$ cat src/core/byte_alu_regs.vh
// constants for the byte arithmetic unit and its condition flags
// assumes inclusion by bare name from every design file that needs it
`ifndef BYTE_ALU_REGS_VH
`define BYTE_ALU_REGS_VH

// ************************************
// operation codes
// ************************************
`define OP_W 4
`define OP_NOP 4'h0
`define OP_ADD 4'h1
`define OP_ADC 4'h2
`define OP_SUB 4'h3
`define OP_SBC 4'h4
`define OP_DAA 4'h5
`define OP_MASK_SET 4'h6
`define OP_MASK_CLR 4'h7
`define OP_FLAGS_WR 4'h8

// ************************************
// flag register layout
// ************************************
`define FLAG_W 6
`define FLAG_H 5
`define FLAG_I 4
`define FLAG_N 3
`define FLAG_Z 2
`define FLAG_V 1
`define FLAG_C 0
`define FLAGS_RST 6'h10

// ************************************
// register map
// ************************************
`define ADDR_W 2
`define REG_FLAGS 2'h0
`define REG_ACC 2'h1
`define REG_OPND 2'h2
`define REG_OP 2'h3

// ************************************
// decimal adjust constants
// ************************************
`define BCD_NINE 4'h9
`define DAA_LO 8'h06
`define DAA_HI 8'h60
`define BYTE_ZERO 8'h00

`endif

$ cat src/core/byte_adder.v
// eight-bit adder with carry in, carry out of bit 7 and out of bit 3
// assumes purely combinational use by the arithmetic unit
`timescale 1ns/1ps
module byte_adder #(
  parameter WIDTH = 8
) (
  input wire [WIDTH-1:0] a,
  input wire [WIDTH-1:0] b,
  input wire cin,
  output wire [WIDTH-1:0] sum,
  output wire cout,
  output wire half_cout
);
  wire [WIDTH:0] carry;
  assign carry[0] = cin;
  genvar i;
  generate
    for (i = 0; i < WIDTH; i = i + 1) begin : bit_g
      assign sum[i] = a[i] ^ b[i] ^ carry[i];
      assign carry[i+1] = (a[i] & b[i]) | (carry[i] & (a[i] ^ b[i]));
    end
  endgenerate
  assign cout = carry[WIDTH];
  assign half_cout = carry[4];
endmodule

$ cat src/core/byte_alu_flags.v
// eight-bit arithmetic unit with accumulator and six-bit condition flags
// assumes a sequencer issues one operation per strobe and reads back over a plain port
// How it works
// - plain binary addition of two 8-bit two's complement operands.
// - sign and overflow flags support signed bytes, bit 7 the sign.
// - carry flag supports unsigned bytes from 0 to 255.
// - unpacked decimal: one digit in low nibble, upper nibble zero.
// - packed decimal: tens in bits 7-4, units in bits 3-0.
// - six flags, bit 5 down: half-carry, mask, sign, zero, overflow, carry.
// - mask set by interrupt or mask-set op, cleared by mask-clear op, loaded from bit 4 by a flag register write.
// - sign flag takes result bit 7.
// - zero flag set when all eight result bits are zero.
// - carry flag set on carry out of bit 7 for adds.
// - add overflow only when operand signs match and result sign differs.
// - subtract by adding two's complement of subtrahend.
// - subtract overflow uses the inverted subtrahend sign.
// - carry acts as carry on add and borrow on subtract.
// - carry forms add the carry flag, borrow forms subtract it.
// - accumulator holds first operand and receives the result.
// - decimal adjust corrects accumulator and carry after BCD add.
// - decimal adjust adds 00, 06, 60 or 66 hex.
// - adjust sets carry if upper digit exceeds nine, never clears it.
`timescale 1ns/1ps
`include "byte_alu_regs.vh"

module byte_alu_flags #(
  parameter WIDTH = 8
) (
  input wire core_clk,
  input wire rstn,
  input wire [`ADDR_W-1:0] addr,
  input wire [7:0] wdata,
  input wire wr_en,
  input wire rd_en,
  output reg [7:0] rdata,
  input wire op_valid,
  input wire [`OP_W-1:0] op_code,
  input wire [WIDTH-1:0] operand,
  input wire acc_load,
  input wire [WIDTH-1:0] acc_in,
  input wire irq_taken,
  output reg [WIDTH-1:0] acc_out,
  output reg [`FLAG_W-1:0] flags_out,
  output reg op_done
);

// ************************************
// state
// ************************************
  reg [WIDTH-1:0] acc_r;
  reg [WIDTH-1:0] acc_nxt;
  reg [`FLAG_W-1:0] flags_r;
  reg [`FLAG_W-1:0] flags_nxt;
  reg [WIDTH-1:0] opnd_r;
  reg [`OP_W-1:0] last_op_r;
  reg [WIDTH-1:0] acc_upd;
  reg [7:0] rd_mux;
  reg h_nxt;
  reg i_nxt;
  reg n_nxt;
  reg z_nxt;
  reg v_nxt;
  reg c_nxt;

// ************************************
// register port decode
// ************************************
  wire wr_flags = wr_en && (addr == `REG_FLAGS);
  wire wr_acc = wr_en && (addr == `REG_ACC);
  wire wr_opnd = wr_en && (addr == `REG_OPND);

// ************************************
// operation select
// ************************************
  // register-port writes of the op register issue an operation too
  wire sw_op = wr_en && (addr == `REG_OP);
  wire go = op_valid || sw_op;
  wire [`OP_W-1:0] op = op_valid ? op_code : wdata[`OP_W-1:0];
  wire [WIDTH-1:0] opnd = op_valid ? operand : opnd_r;
  wire is_sub = (op == `OP_SUB) || (op == `OP_SBC);
  wire use_c = (op == `OP_ADC) || (op == `OP_SBC);
  wire c_in = flags_r[`FLAG_C];

// ************************************
// adder
// ************************************
  // complement subtrahend
  wire [WIDTH-1:0] b_in = is_sub ? ~opnd : opnd;
  wire add_cin = is_sub ? ~(use_c & c_in) : (use_c & c_in);
  wire [WIDTH-1:0] sum;
  wire cout;
  wire hcout;

  byte_adder #(.WIDTH(WIDTH)) adder_u (
    .a(acc_r),
    .b(b_in),
    .cin(add_cin),
    .sum(sum),
    .cout(cout),
    .half_cout(hcout)
  );

// ************************************
// decimal adjust
// ************************************
  // packed or unpacked digits
  wire [3:0] lo_dig = acc_r[3:0];
  wire [3:0] hi_dig = acc_r[7:4];
  wire lo_fix = flags_r[`FLAG_H] || (lo_dig > `BCD_NINE);
  // upper digit of nine needs fixing too when the low fix will carry into it
  wire hi_fix = c_in || (hi_dig > `BCD_NINE) ||
    ((hi_dig == `BCD_NINE) && (lo_dig > `BCD_NINE));
  wire [7:0] daa_corr = (lo_fix ? `DAA_LO : `BYTE_ZERO) | (hi_fix ? `DAA_HI : `BYTE_ZERO);
  wire [8:0] daa_sum = {1'b0, acc_r[7:0]} + {1'b0, daa_corr};
  wire [7:0] daa_acc = daa_sum[7:0];
  wire daa_n = daa_acc[7];
  wire daa_z = (daa_acc == `BYTE_ZERO);
  // carry never cleared
  // a sixty correction always means the tens digit went past nine
  wire daa_c = c_in | hi_fix | daa_sum[8];

// ************************************
// arithmetic flags
// ************************************
  // zero chain per bit
  wire [WIDTH:0] zero_run;
  assign zero_run[0] = 1'b1;
  genvar zi;
  generate
    for (zi = 0; zi < WIDTH; zi = zi + 1) begin : zero_g
      assign zero_run[zi+1] = zero_run[zi] & ~sum[zi];
    end
  endgenerate
  wire arith_z = zero_run[WIDTH];

  wire arith_n = sum[WIDTH-1];

  // overflow from signs
  // b_in already holds the inverted subtrahend sign on subtracts
  wire acc_sign = acc_r[WIDTH-1];
  wire opb_sign = b_in[WIDTH-1];
  wire arith_v = (acc_sign == opb_sign) && (arith_n != acc_sign);

  wire arith_c = is_sub ? ~cout : cout;

  // half-carry on adds
  // kept through subtracts so a later adjust still sees the last add
  wire arith_h = is_sub ? flags_r[`FLAG_H] : hcout;

// ************************************
// operation decode
// ************************************
  // undecoded codes run as no-operation, flags and accumulator kept
  wire is_add = (op == `OP_ADD) || (op == `OP_ADC);
  wire do_arith = go && (is_add || is_sub);
  wire do_daa = go && (op == `OP_DAA);
  wire do_mask_set = go && (op == `OP_MASK_SET);
  wire do_mask_clr = go && (op == `OP_MASK_CLR);

  // a flag write beside an operation is dropped, the operation owns the flags
  wire do_flag_wr = wr_flags && !go;

// ************************************
// next state
// ************************************
  // result to accumulator
  always @* begin
    acc_nxt = acc_r;
    if (do_arith)
      acc_nxt = sum;
    else if (do_daa)
      acc_nxt = daa_acc;
  end

  // load, write, then result
  // a port write beside an operation is dropped so the result survives
  always @* begin
    acc_upd = acc_nxt;
    if (acc_load)
      acc_upd = acc_in;
    else if (wr_acc && !go)
      acc_upd = wdata[WIDTH-1:0];
  end

  always @* begin
    h_nxt = flags_r[`FLAG_H];
    if (do_flag_wr)
      h_nxt = wdata[`FLAG_H];
    else if (do_arith)
      h_nxt = arith_h;
  end

  // mask set and clear
  // interrupt applied last so it wins over a clear in the same cycle
  always @* begin
    i_nxt = flags_r[`FLAG_I];
    if (do_flag_wr)
      i_nxt = wdata[`FLAG_I];
    else if (do_mask_clr)
      i_nxt = 1'b0;
    else if (do_mask_set)
      i_nxt = 1'b1;
    if (irq_taken)
      i_nxt = 1'b1;
  end

  always @* begin
    n_nxt = flags_r[`FLAG_N];
    if (do_flag_wr)
      n_nxt = wdata[`FLAG_N];
    else if (do_arith)
      n_nxt = arith_n;
    else if (do_daa)
      n_nxt = daa_n;
  end

  always @* begin
    z_nxt = flags_r[`FLAG_Z];
    if (do_flag_wr)
      z_nxt = wdata[`FLAG_Z];
    else if (do_arith)
      z_nxt = arith_z;
    else if (do_daa)
      z_nxt = daa_z;
  end

  // overflow flag
  // the adjust leaves overflow alone
  always @* begin
    v_nxt = flags_r[`FLAG_V];
    if (do_flag_wr)
      v_nxt = wdata[`FLAG_V];
    else if (do_arith)
      v_nxt = arith_v;
  end

  always @* begin
    c_nxt = flags_r[`FLAG_C];
    if (do_flag_wr)
      c_nxt = wdata[`FLAG_C];
    else if (do_arith)
      c_nxt = arith_c;
    else if (do_daa)
      c_nxt = daa_c;
  end

  always @* begin
    flags_nxt = {h_nxt, i_nxt, n_nxt, z_nxt, v_nxt, c_nxt};
  end

// ************************************
// registers
// ************************************
  // flag, accumulator, operand and last operation registers
  always @(posedge core_clk or negedge rstn) begin
    if (!rstn) begin
      acc_r <= {WIDTH{1'b0}};
      flags_r <= `FLAGS_RST;
      opnd_r <= {WIDTH{1'b0}};
      last_op_r <= `OP_NOP;
    end else begin
      flags_r <= flags_nxt;
      acc_r <= acc_upd;
      if (wr_opnd)
        opnd_r <= wdata[WIDTH-1:0];
      if (go)
        last_op_r <= op;
    end
  end

// ************************************
// read port
// ************************************
  // plain mux on the address; the strobe only gates it at the output flop
  always @* begin
    rd_mux = `BYTE_ZERO;
    case (addr)
      `REG_FLAGS: rd_mux = {2'b00, flags_r};
      `REG_ACC: rd_mux = acc_r;
      `REG_OPND: rd_mux = opnd_r;
      `REG_OP: rd_mux = {4'h0, last_op_r};
      default: rd_mux = `BYTE_ZERO;
    endcase
  end

// ************************************
// outputs
// ************************************
  always @(posedge core_clk or negedge rstn) begin
    if (!rstn) begin
      acc_out <= {WIDTH{1'b0}};
      flags_out <= `FLAGS_RST;
      op_done <= 1'b0;
      rdata <= 8'h00;
    end else begin
      // pins mirror the registers so every output leaves a flip-flop
      acc_out <= acc_upd;
      flags_out <= flags_nxt;
      op_done <= go;
      // unread cycles show zero, so a stale word never looks like an answer
      rdata <= rd_en ? rd_mux : `BYTE_ZERO;
    end
  end

endmodule

$ cat config.mk
export PLATFORM = sky130hd
export DESIGN_NAME = byte_alu_flags
export DESIGN_NICKNAME = d
export VERILOG_FILES = /design/src/core/byte_adder.v /design/src/core/byte_alu_flags.v
export VERILOG_INCLUDE_DIRS = /design/src /design/src/core
export SDC_FILE = /design/constraint.sdc
export NUM_CORES = 1
export LEC_CHECK = 0
export ABC_AREA = 1
export BUFFER_PORTS_ARGS = -buffer_cell sky130_fd_sc_hd__buf_4
export CAP_MARGIN = 10
export CORE_MARGIN = 3
export CORE_UTILIZATION = 50
export DETAILED_ROUTE_END_ITERATION = 10
export PLACE_DENSITY = 0.74
export SETUP_SLACK_MARGIN = 0.02
export SYNTH_ARGS = -nofsm -noshare
export SYNTH_HDL_FRONTEND = slang
export SYNTH_SLANG_ARGS = --single-unit
$ cat constraint.sdc
create_clock -name core_clk -period 6.8 [get_ports core_clk]
set_clock_uncertainty 0.15 [all_clocks]
set_input_delay 0.68 -clock core_clk [delete_from_list [all_inputs] [get_ports core_clk]]
set_output_delay 0.68 -clock core_clk [all_outputs]
set_load 0.05 [all_outputs]
# Word-level counts from Yosys, hierarchy flattened
# Cells that the tools add are included.
# word_totals
word_cells,147
reg_bits,35
output_inout_bits,23
in_bits,37
# classes
n_reduce_logical,28
order_cmp,2
n_eq_ne,14
muxes,31
add_sub_neg,1
bitwise,62
# op_table
operator,count
8-bit 2-to-1 mux,7
8-bit one-hot mux with 4 select lines,1
1-bit bitwise AND,24
1-bit 2-to-1 mux,20
"4-bit by 3-bit == test with 1-bit output, second input constant",4
1-bit bitwise XOR,16
1-bit logical AND,12
1-bit NOT,10
1-bit bitwise OR,10
8-bit by 7-bit adder with 9-bit output,1
"4-bit by 2-bit == test with 1-bit output, second input constant",2
"4-bit > comparator, second input constant",2
8-bit logical NOT,1
1-bit logical OR,8
8-bit NOT,1
4-bit nonzero test,2
7-bit 2-to-1 mux,1
3-bit by 7-bit bitwise OR with 7-bit output,1
"2-bit == test, second input constant",2
"4-bit by 1-bit == test with 1-bit output, second input constant",1
"4-bit == test, second input constant",1
4-bit 2-to-1 mux,1
3-bit 2-to-1 mux,1
3-bit nonzero test,1
8 further kinds,8

# Longest topological paths before layout
# Gate-level depths: netlist of the first run.
# depth
word_depth,26
mapped_depth,29
mapped_depth_nobuf,26

# By module
# From an unflattened synthesis of the first run, not the netlist that was laid out.
# unflattened
cells_unflattened,434
area_unflattened_um2,2859.0
# by_module_without_submodules
mod,area_per_inst_um2,instances,cells_per_inst
byte_alu_flags,2627.5,1,407
byte_adder,231.5,1,27

# Worst setup path before layout of the first run
# No wires, ideal clock.
# synth_timing
path_type,input to register
startpoint,in op_valid
endpoint,reg flags_out[2]
n_path_buf,3
slack_ns,1.824
cell_stages,29
setup_ns,0.066
arrival_ns,4.760
path_cell_list,buf_6 > inv_4 > buf_6 > nand2_1 > nand2_1 > nor2_1 > nand2_1 > nand2_1 > buf_4 > xor2_1 > fa_1 > inv_1 > fa_1 > fa_1 > fa_1 > inv_1 > fa_1 > inv_1 > fa_1 > inv_1 > fa_1 > fa_1 > inv_1 > nand4_1 > nor2_1 > nor2_1 > nand2_1 > nand2_1 > nand2_1
# synth_between
elab_chain_cells,25
word_cells_on_any_way,76
classes_between,eq/ne: 5; mux: 6; bitwise: 55; reduce/logical: 10
# synth_rtl
item,line_no,source
"start, declared",byte_alu_flags.v:36,"input wire op_valid,"
4-bit 2-to-1 mux,byte_alu_flags.v:78,wire [`OP_W-1:0] op = op_valid ? op_code : wdata[`OP_W-1:0];
4-bit by 2-bit == test with 1-bit output (no line) or 4-bit by 3-bit == test with 1-bit output (tied branches),--,
1-bit logical OR,byte_alu_flags.v:81,wire use_c = (op == `OP_ADC) || (op == `OP_SBC);
1-bit bitwise AND,byte_alu_flags.v:89,wire add_cin = is_sub ? ~(use_c & c_in) : (use_c & c_in);
1-bit NOT,byte_alu_flags.v:89,
1-bit 2-to-1 mux,byte_alu_flags.v:89,
1-bit bitwise AND,byte_adder.v:20,assign carry[i+1] = (a[i] & b[i]) | (carry[i] & (a[i] ^ b[i]));
1-bit bitwise OR,byte_adder.v:20,
(+9 left out),--,
1-bit bitwise OR,byte_adder.v:20,
1-bit bitwise AND,byte_adder.v:20,
1-bit bitwise OR,byte_adder.v:20,
1-bit bitwise XOR,byte_adder.v:19,assign sum[i] = a[i] ^ b[i] ^ carry[i];
1-bit NOT,byte_alu_flags.v:131,assign zero_run[zi+1] = zero_run[zi] & ~sum[zi];
1-bit bitwise AND,byte_alu_flags.v:131,
1-bit 2-to-1 mux,byte_alu_flags.v:221,else if (do_arith)
1-bit 2-to-1 mux,byte_alu_flags.v:219,if (do_flag_wr)
"end signal, assigned",byte_alu_flags.v:292,flags_out <= `FLAGS_RST;
"end signal, assigned",byte_alu_flags.v:298,flags_out <= flags_nxt;
"end, declared",byte_alu_flags.v:43,"output reg [`FLAG_W-1:0] flags_out,"
# Parallel ways exist; a longest one is shown, timed or not.
# A chain may end at the register's enable or synchronous reset.

# Worst setup path in the final report of the first run
# Ends and elaborated chain as after synthesis.

==> results of run 1 <==
-- sequential cells by signal, summed over array words and instances (netlist names) --
name       cells
acc_out        8
op_done        1
rdata          8
flags_out      6
opnd_r         8
last_op_r      4
-- per-layer routing --
metal	wire, um	vias to the layer above	GRT usage (%)
met5	0	-	0
met4	143	0	8.28
met3	743	14	5.65
met2	3780	152	42.4
met1	3490	1309	36.4
li1	-	1353	-
-- Yosys cell counts, drive strengths merged --
library cell,instances
o221ai,1
nand3,33
nand3b,3
mux2i,4
a31oi,1
ha,5
dfstp,1
fa,9
a21oi,11
a211oi,2
inv,63
a221oi,5
clkbuf,3
buf,8
nor3,4
o211ai,2
o21ai,33
dfrtp,34
nand4,3
nor2,16
mux2,2
nand2,134
xor2,12
o22ai,1
o2bb2ai,1
-- layout make-up --
cell class | count | area (um2) | area share, %
Tap cell | 70 | 87.6 | 2.57
Clock buffer | 5 | 68.8 | 2.02
Multi-Input combinational cell | 282 | 1650 | 48.3
Sequential cell | 35 | 877 | 25.7
Inverter | 63 | 239 | 7.01
Timing Repair Buffer | 59 | 443 | 13.0
Clock inverter | 3 | 46.3 | 1.36
-- worst min path at each step --
stage | end | startpoint | cells after the start
2_1_floorplan | acc_out[0] | rstn | 0
3_3_place_gp | opnd_r[3] | opnd_r[3] | 2
3_5_place_dp | flags_out[0] | flags_out[0] | 2
4_1_cts | rdata[1] | rstn | 1
5_1_grt | rdata[1] | rstn | 1
6_report | rdata[1] | rstn | 1
-- cell families (layout without fill, tap and decap cells) --
group,after synthesis,in the layout
simple gates,193,193
fa+ha+maj,14,14
xor+xnor,12,12
buf+inv,74,130
flops,35,35
mux,6,6
compound gates,57,57
-- power groups by stage --
stage          clock network, mW  registers, mW  logic (mW)
2_1_floorplan                  0          0.424       0.428
3_3_place_gp                   0          0.335       0.709
3_5_place_dp                   0          0.335       0.720
4_1_cts                    0.197          0.331       0.725
5_1_grt                    0.209          0.339       0.819
6_report                   0.196          0.332       0.729
==> metrics.txt, run 1 <==
port bufs 59; Syn Area/Cell 7.25 um2; synth warn 0; R2R depth 22; CP arrival 5.50 ns; Via Count ~2800; Final period util 79.6%; worst skew pair latency 0.29 ns; initial core utilization between 50 and 60%; post_cts resized 0; Placed Area 0.00329 mm2; Setup TNS 0 ns; endpoints failing setup 0; total clock sinks 35; largest net degree at the start of global routing 36; Buf+Inv Stages, Crit Path 7; xor/xnor share of the synthesized area 3.71%; H-tree level count 2; RSZ-0062 raised after global routing false; pwr dens between 300 and 400 mW/mm2; commonest cells after routing, fill and taps aside nand2_1 (119), inv_1 (59), buf_4 (59), dfrtp_1 (34), nand3_1 (32); filler instances 467; synth top area cells dfrtp_1 (30%), nand2_1 (16%), inv_1 (7.8%); status completed; Slowest-stage cell, CP fa_1; switch share 50.4%; CP endpoint flags_out[2]; post-synth top area share between 30 and 40%; WL per Instance 15.8 um; Final nets 497; Final Instance Area 0.00341 mm2; vias per std cell 5.47; Max IR drop VDD 0.000240 V; final number of hold-violating endpoints 0; vias in the first global route 2648; main combinational cell family by area after synthesis simple AND/OR/NAND/NOR gates; number of distinct library cells after synthesis 38; minimum period implied by the final worst setup slack between 5 and 6 ns; synthesis-stage register bit count 35; Sw Pwr 0.634 mW; Final Slew Violations 0; relative max-transition margin about 66%; Die Wd 81.3 um; simple-gate area share of the yosys netlist 32.0%; antenna-violating nets left 0; cts bufs inserted 5; Initial DRC Count about 240; Crit path largest cell delay 0.44 ns; combinational power share 58.0%; CP endpoint kind flop; area of the core 0.00530 mm2; most used cell, CP fa_1; Overall Power 1.26 mW; Longest Clk Path Bufs 2; gr ovfl total 0; final wirelength between 8000 and 9000 um; Hold Path Class in2async; Reg power frac 26.4%; most common cell after layout, fill and taps aside nand2_1; post-route insts no fill 517; Clock Power Share roughly 16%; first-pass detailed-route iteration total 5; Final Core Density 64.3%; DRC Markers 0; layout cells sized above 1 21.7%; Cell Area, Synth 0.00284 mm2; Die ar. 0.00661 mm2; post-synthesis compound-gate area fraction 11.6%; fmax 185 MHz; # rows 26; Clk pin slew, worst setup/hold paths ~0.09 ns; sequential area share after synthesis between 30% and 40%; measured slew at the worst slew-check pin 0.506 ns; Crit Path Class in2reg; Placed Cells 509; WHS 0.188 ns; global-route wire length before repair 13200 um; Adder-Cell Fraction of Synth Area 8.56%; setup slack at placement 1.16 ns; Req. time, crit path 6.89 ns; worst setup path startpoint op_valid; Ant. Diodes 0; Int Pwr 0.624 mW; initial antenna violation count 0; Pleak 1.88 nW; cell depth of the worst setup path 27; DP HPWL 6340 um; Final Wtd Congestion 0.950; Reg2Reg Setup Slack 2.32 ns; # hold bufs at CTS 0; Area Overhead vs Synth 20.2%; CTS tree done; mux share of post-synthesis cell area 2.21%; Worst path top cell family by delay adder cells; Max Cap Viol 0; reg2reg end flags_out[2]; total track usage 26.7%; cell taking the most area after synthesis dfrtp_1; Die Y between 80 and 90 um; Mapped Cells approximately 390; I/O Pins 60; Post-Syn Nets 442; worst-path fanout max 18; Critical Path Start Type input port; Post-CTS Setup Repair Bufs 0; r2r startpoint flags_out[0]; Worst Setup Slack, final approximately 1.4 ns; CTS root buffer clkbuf_8
Power figures use the tool's default switching activity.
==> run 2: changes to the inputs <==
PLACE_DENSITY = 0.77   (was 0.74)
clock period = 4.3 ns   (was 6.8 ns; I/O delays follow)
==> metrics.txt, run 2 (synthesis gave the netlist of run 1 again) <==
RSZ-0062 raised after global routing true; minimum period implied by the final worst setup slack 4.37 ns; final number of hold-violating endpoints 0; most used cell, CP fa_2; Max IR drop VDD 0.000367 V; hold path depth 2; most common cell after layout, fill and taps aside nand2_1; area of the core 0.00530 mm2; cell depth of the worst setup path 27; measured slew at the worst slew-check pin about 0.55 ns; pwr dens 574 mW/mm2; status complete, but fails checks; port bufs 59; Req. time, crit path 4.39 ns; R2R depth 22; Via Count 2920; relative max-transition margin 63.3%; Die Y 81.3 um; initial antenna violation count 0; total clock sinks 35; cts bufs inserted 5; Die Wd 81.3 um; Worst Setup Slack, final -0.0674 ns; Max Cap Viol 0; Top Registers acc_out x8, opnd_r x8, rdata x8; Buf+Inv Stages, Crit Path 8; Final Wtd Congestion 0.977; post-route insts no fill about 550; initial core utilization 53.5%; Clk pin slew, worst setup/hold paths 0.07 ns; Hold Path Class in2reg; CTS root buffer clkbuf_8; Longest Clk Path Bufs 2; DP HPWL 6370 um; Pleak slightly above 2 nW; I/O Pins 60; largest net degree at the start of global routing 36; Final Core Density 71.1%; Final nets 525; DRC Markers 0; Final period util 102%; reg2reg end flags_out[2]; commonest cells after routing, fill and taps aside nand2_1 (111), buf_4 (85), inv_1 (54), dfrtp_1 (34), nand3_1 (28); Slowest-stage cell, CP fa_2; CP endpoint kind flop; CTS tree done; worst skew pair latency 0.29 ns; r2r startpoint flags_out[0]; first-pass detailed-route iteration total 5; endpoints failing setup 4; H-tree level count 2; vias per std cell between 5 and 6; HP Start irq_taken; Reg2Reg Setup Slack 0.15 ns; WHS between 0.15 and 0.2 ns; CP arrival 4.45 ns; WL per Instance 15.5 um; Crit Path Class in2reg; fmax 229 MHz; worst-path fanout max 8; Worst path top cell family by delay adder cells; Crit path largest cell delay 0.45 ns; final wirelength between 8000 and 9000 um; Overall Power 2.16 mW; Initial DRC Count 291; Final Slew Violations 0; Ant. Diodes 0; # rows 26; Die ar. 0.00661 mm2; antenna-violating nets left 0; Placed Cells about 530; layout cells sized above 1 32.2%; total track usage a little over a quarter; Worst Hold End flags_out[4]; Area Overhead vs Synth 32.9%; Critical Path Start Type input port; gr ovfl total 0; global-route wire length before repair 13600 um; failing checks negative setup slack; vias in the first global route 2774
## run 2: metrics by stage
step,worst slack [ns],setup TNS (ns),area [um2]
2_1_floorplan,-0.252,-0.703,2890
3_3_place_gp,-0.365,-1.40,3500
3_5_place_dp,-0.466,-1.94,3500
4_1_cts,-0.00797,-0.00797,3690
5_1_grt,-0.295,-1.02,3770
6_report,-0.0674,-0.196,3770
## run 2: where the power goes
part           switching (mW)  internal, mW
combinational           0.799         0.490
sequential              0.115         0.402
clock                   0.127         0.231
## run 2: per-layer routing
metal / global-route usage [%] / up-vias / routed length (um)
met5: 0 / - / 0
met1: 36.3 / 1344 / 3510
met3: 4.88 / 29 / 737
met2: 43.9 / 137 / 3870
li1: - / 1410 / -
met4: 11.1 / 0 / 352
## run 2: timing repair
action	in CTS	in global routing
setup buffers	1	4
gates resized for setup	10	13
endpoints found under the hold margin	34	0
setup endpoints to repair	4	6
pin swaps	6	3
hold buffers	1	0
## run 2: layout make-up
cell class                 count  area [um2]
sequential                    35         877
multi-input combinational    282        1760
tap                           70        87.6
clock buffer                   5        68.8
inverter                      63         244
fill                         428        1530
clock inverter                 3        67.6
timing repair buffer          87         668
## run 2: worst max path at each step
| stage | startpoint | end | slack (ns) |
|---|---|---|---|
| after CTS | op_valid | flags_out[2] | -0.008 |
| after floorplan | op_valid | flags_out[2] | -0.25 |
| after global routing | op_valid | flags_out[2] | -0.30 |
| after global placement | op_valid | flags_out[2] | -0.36 |
| after detailed placement | op_valid | flags_out[2] | -0.47 |
| final | op_valid | flags_out[2] | -0.07 |
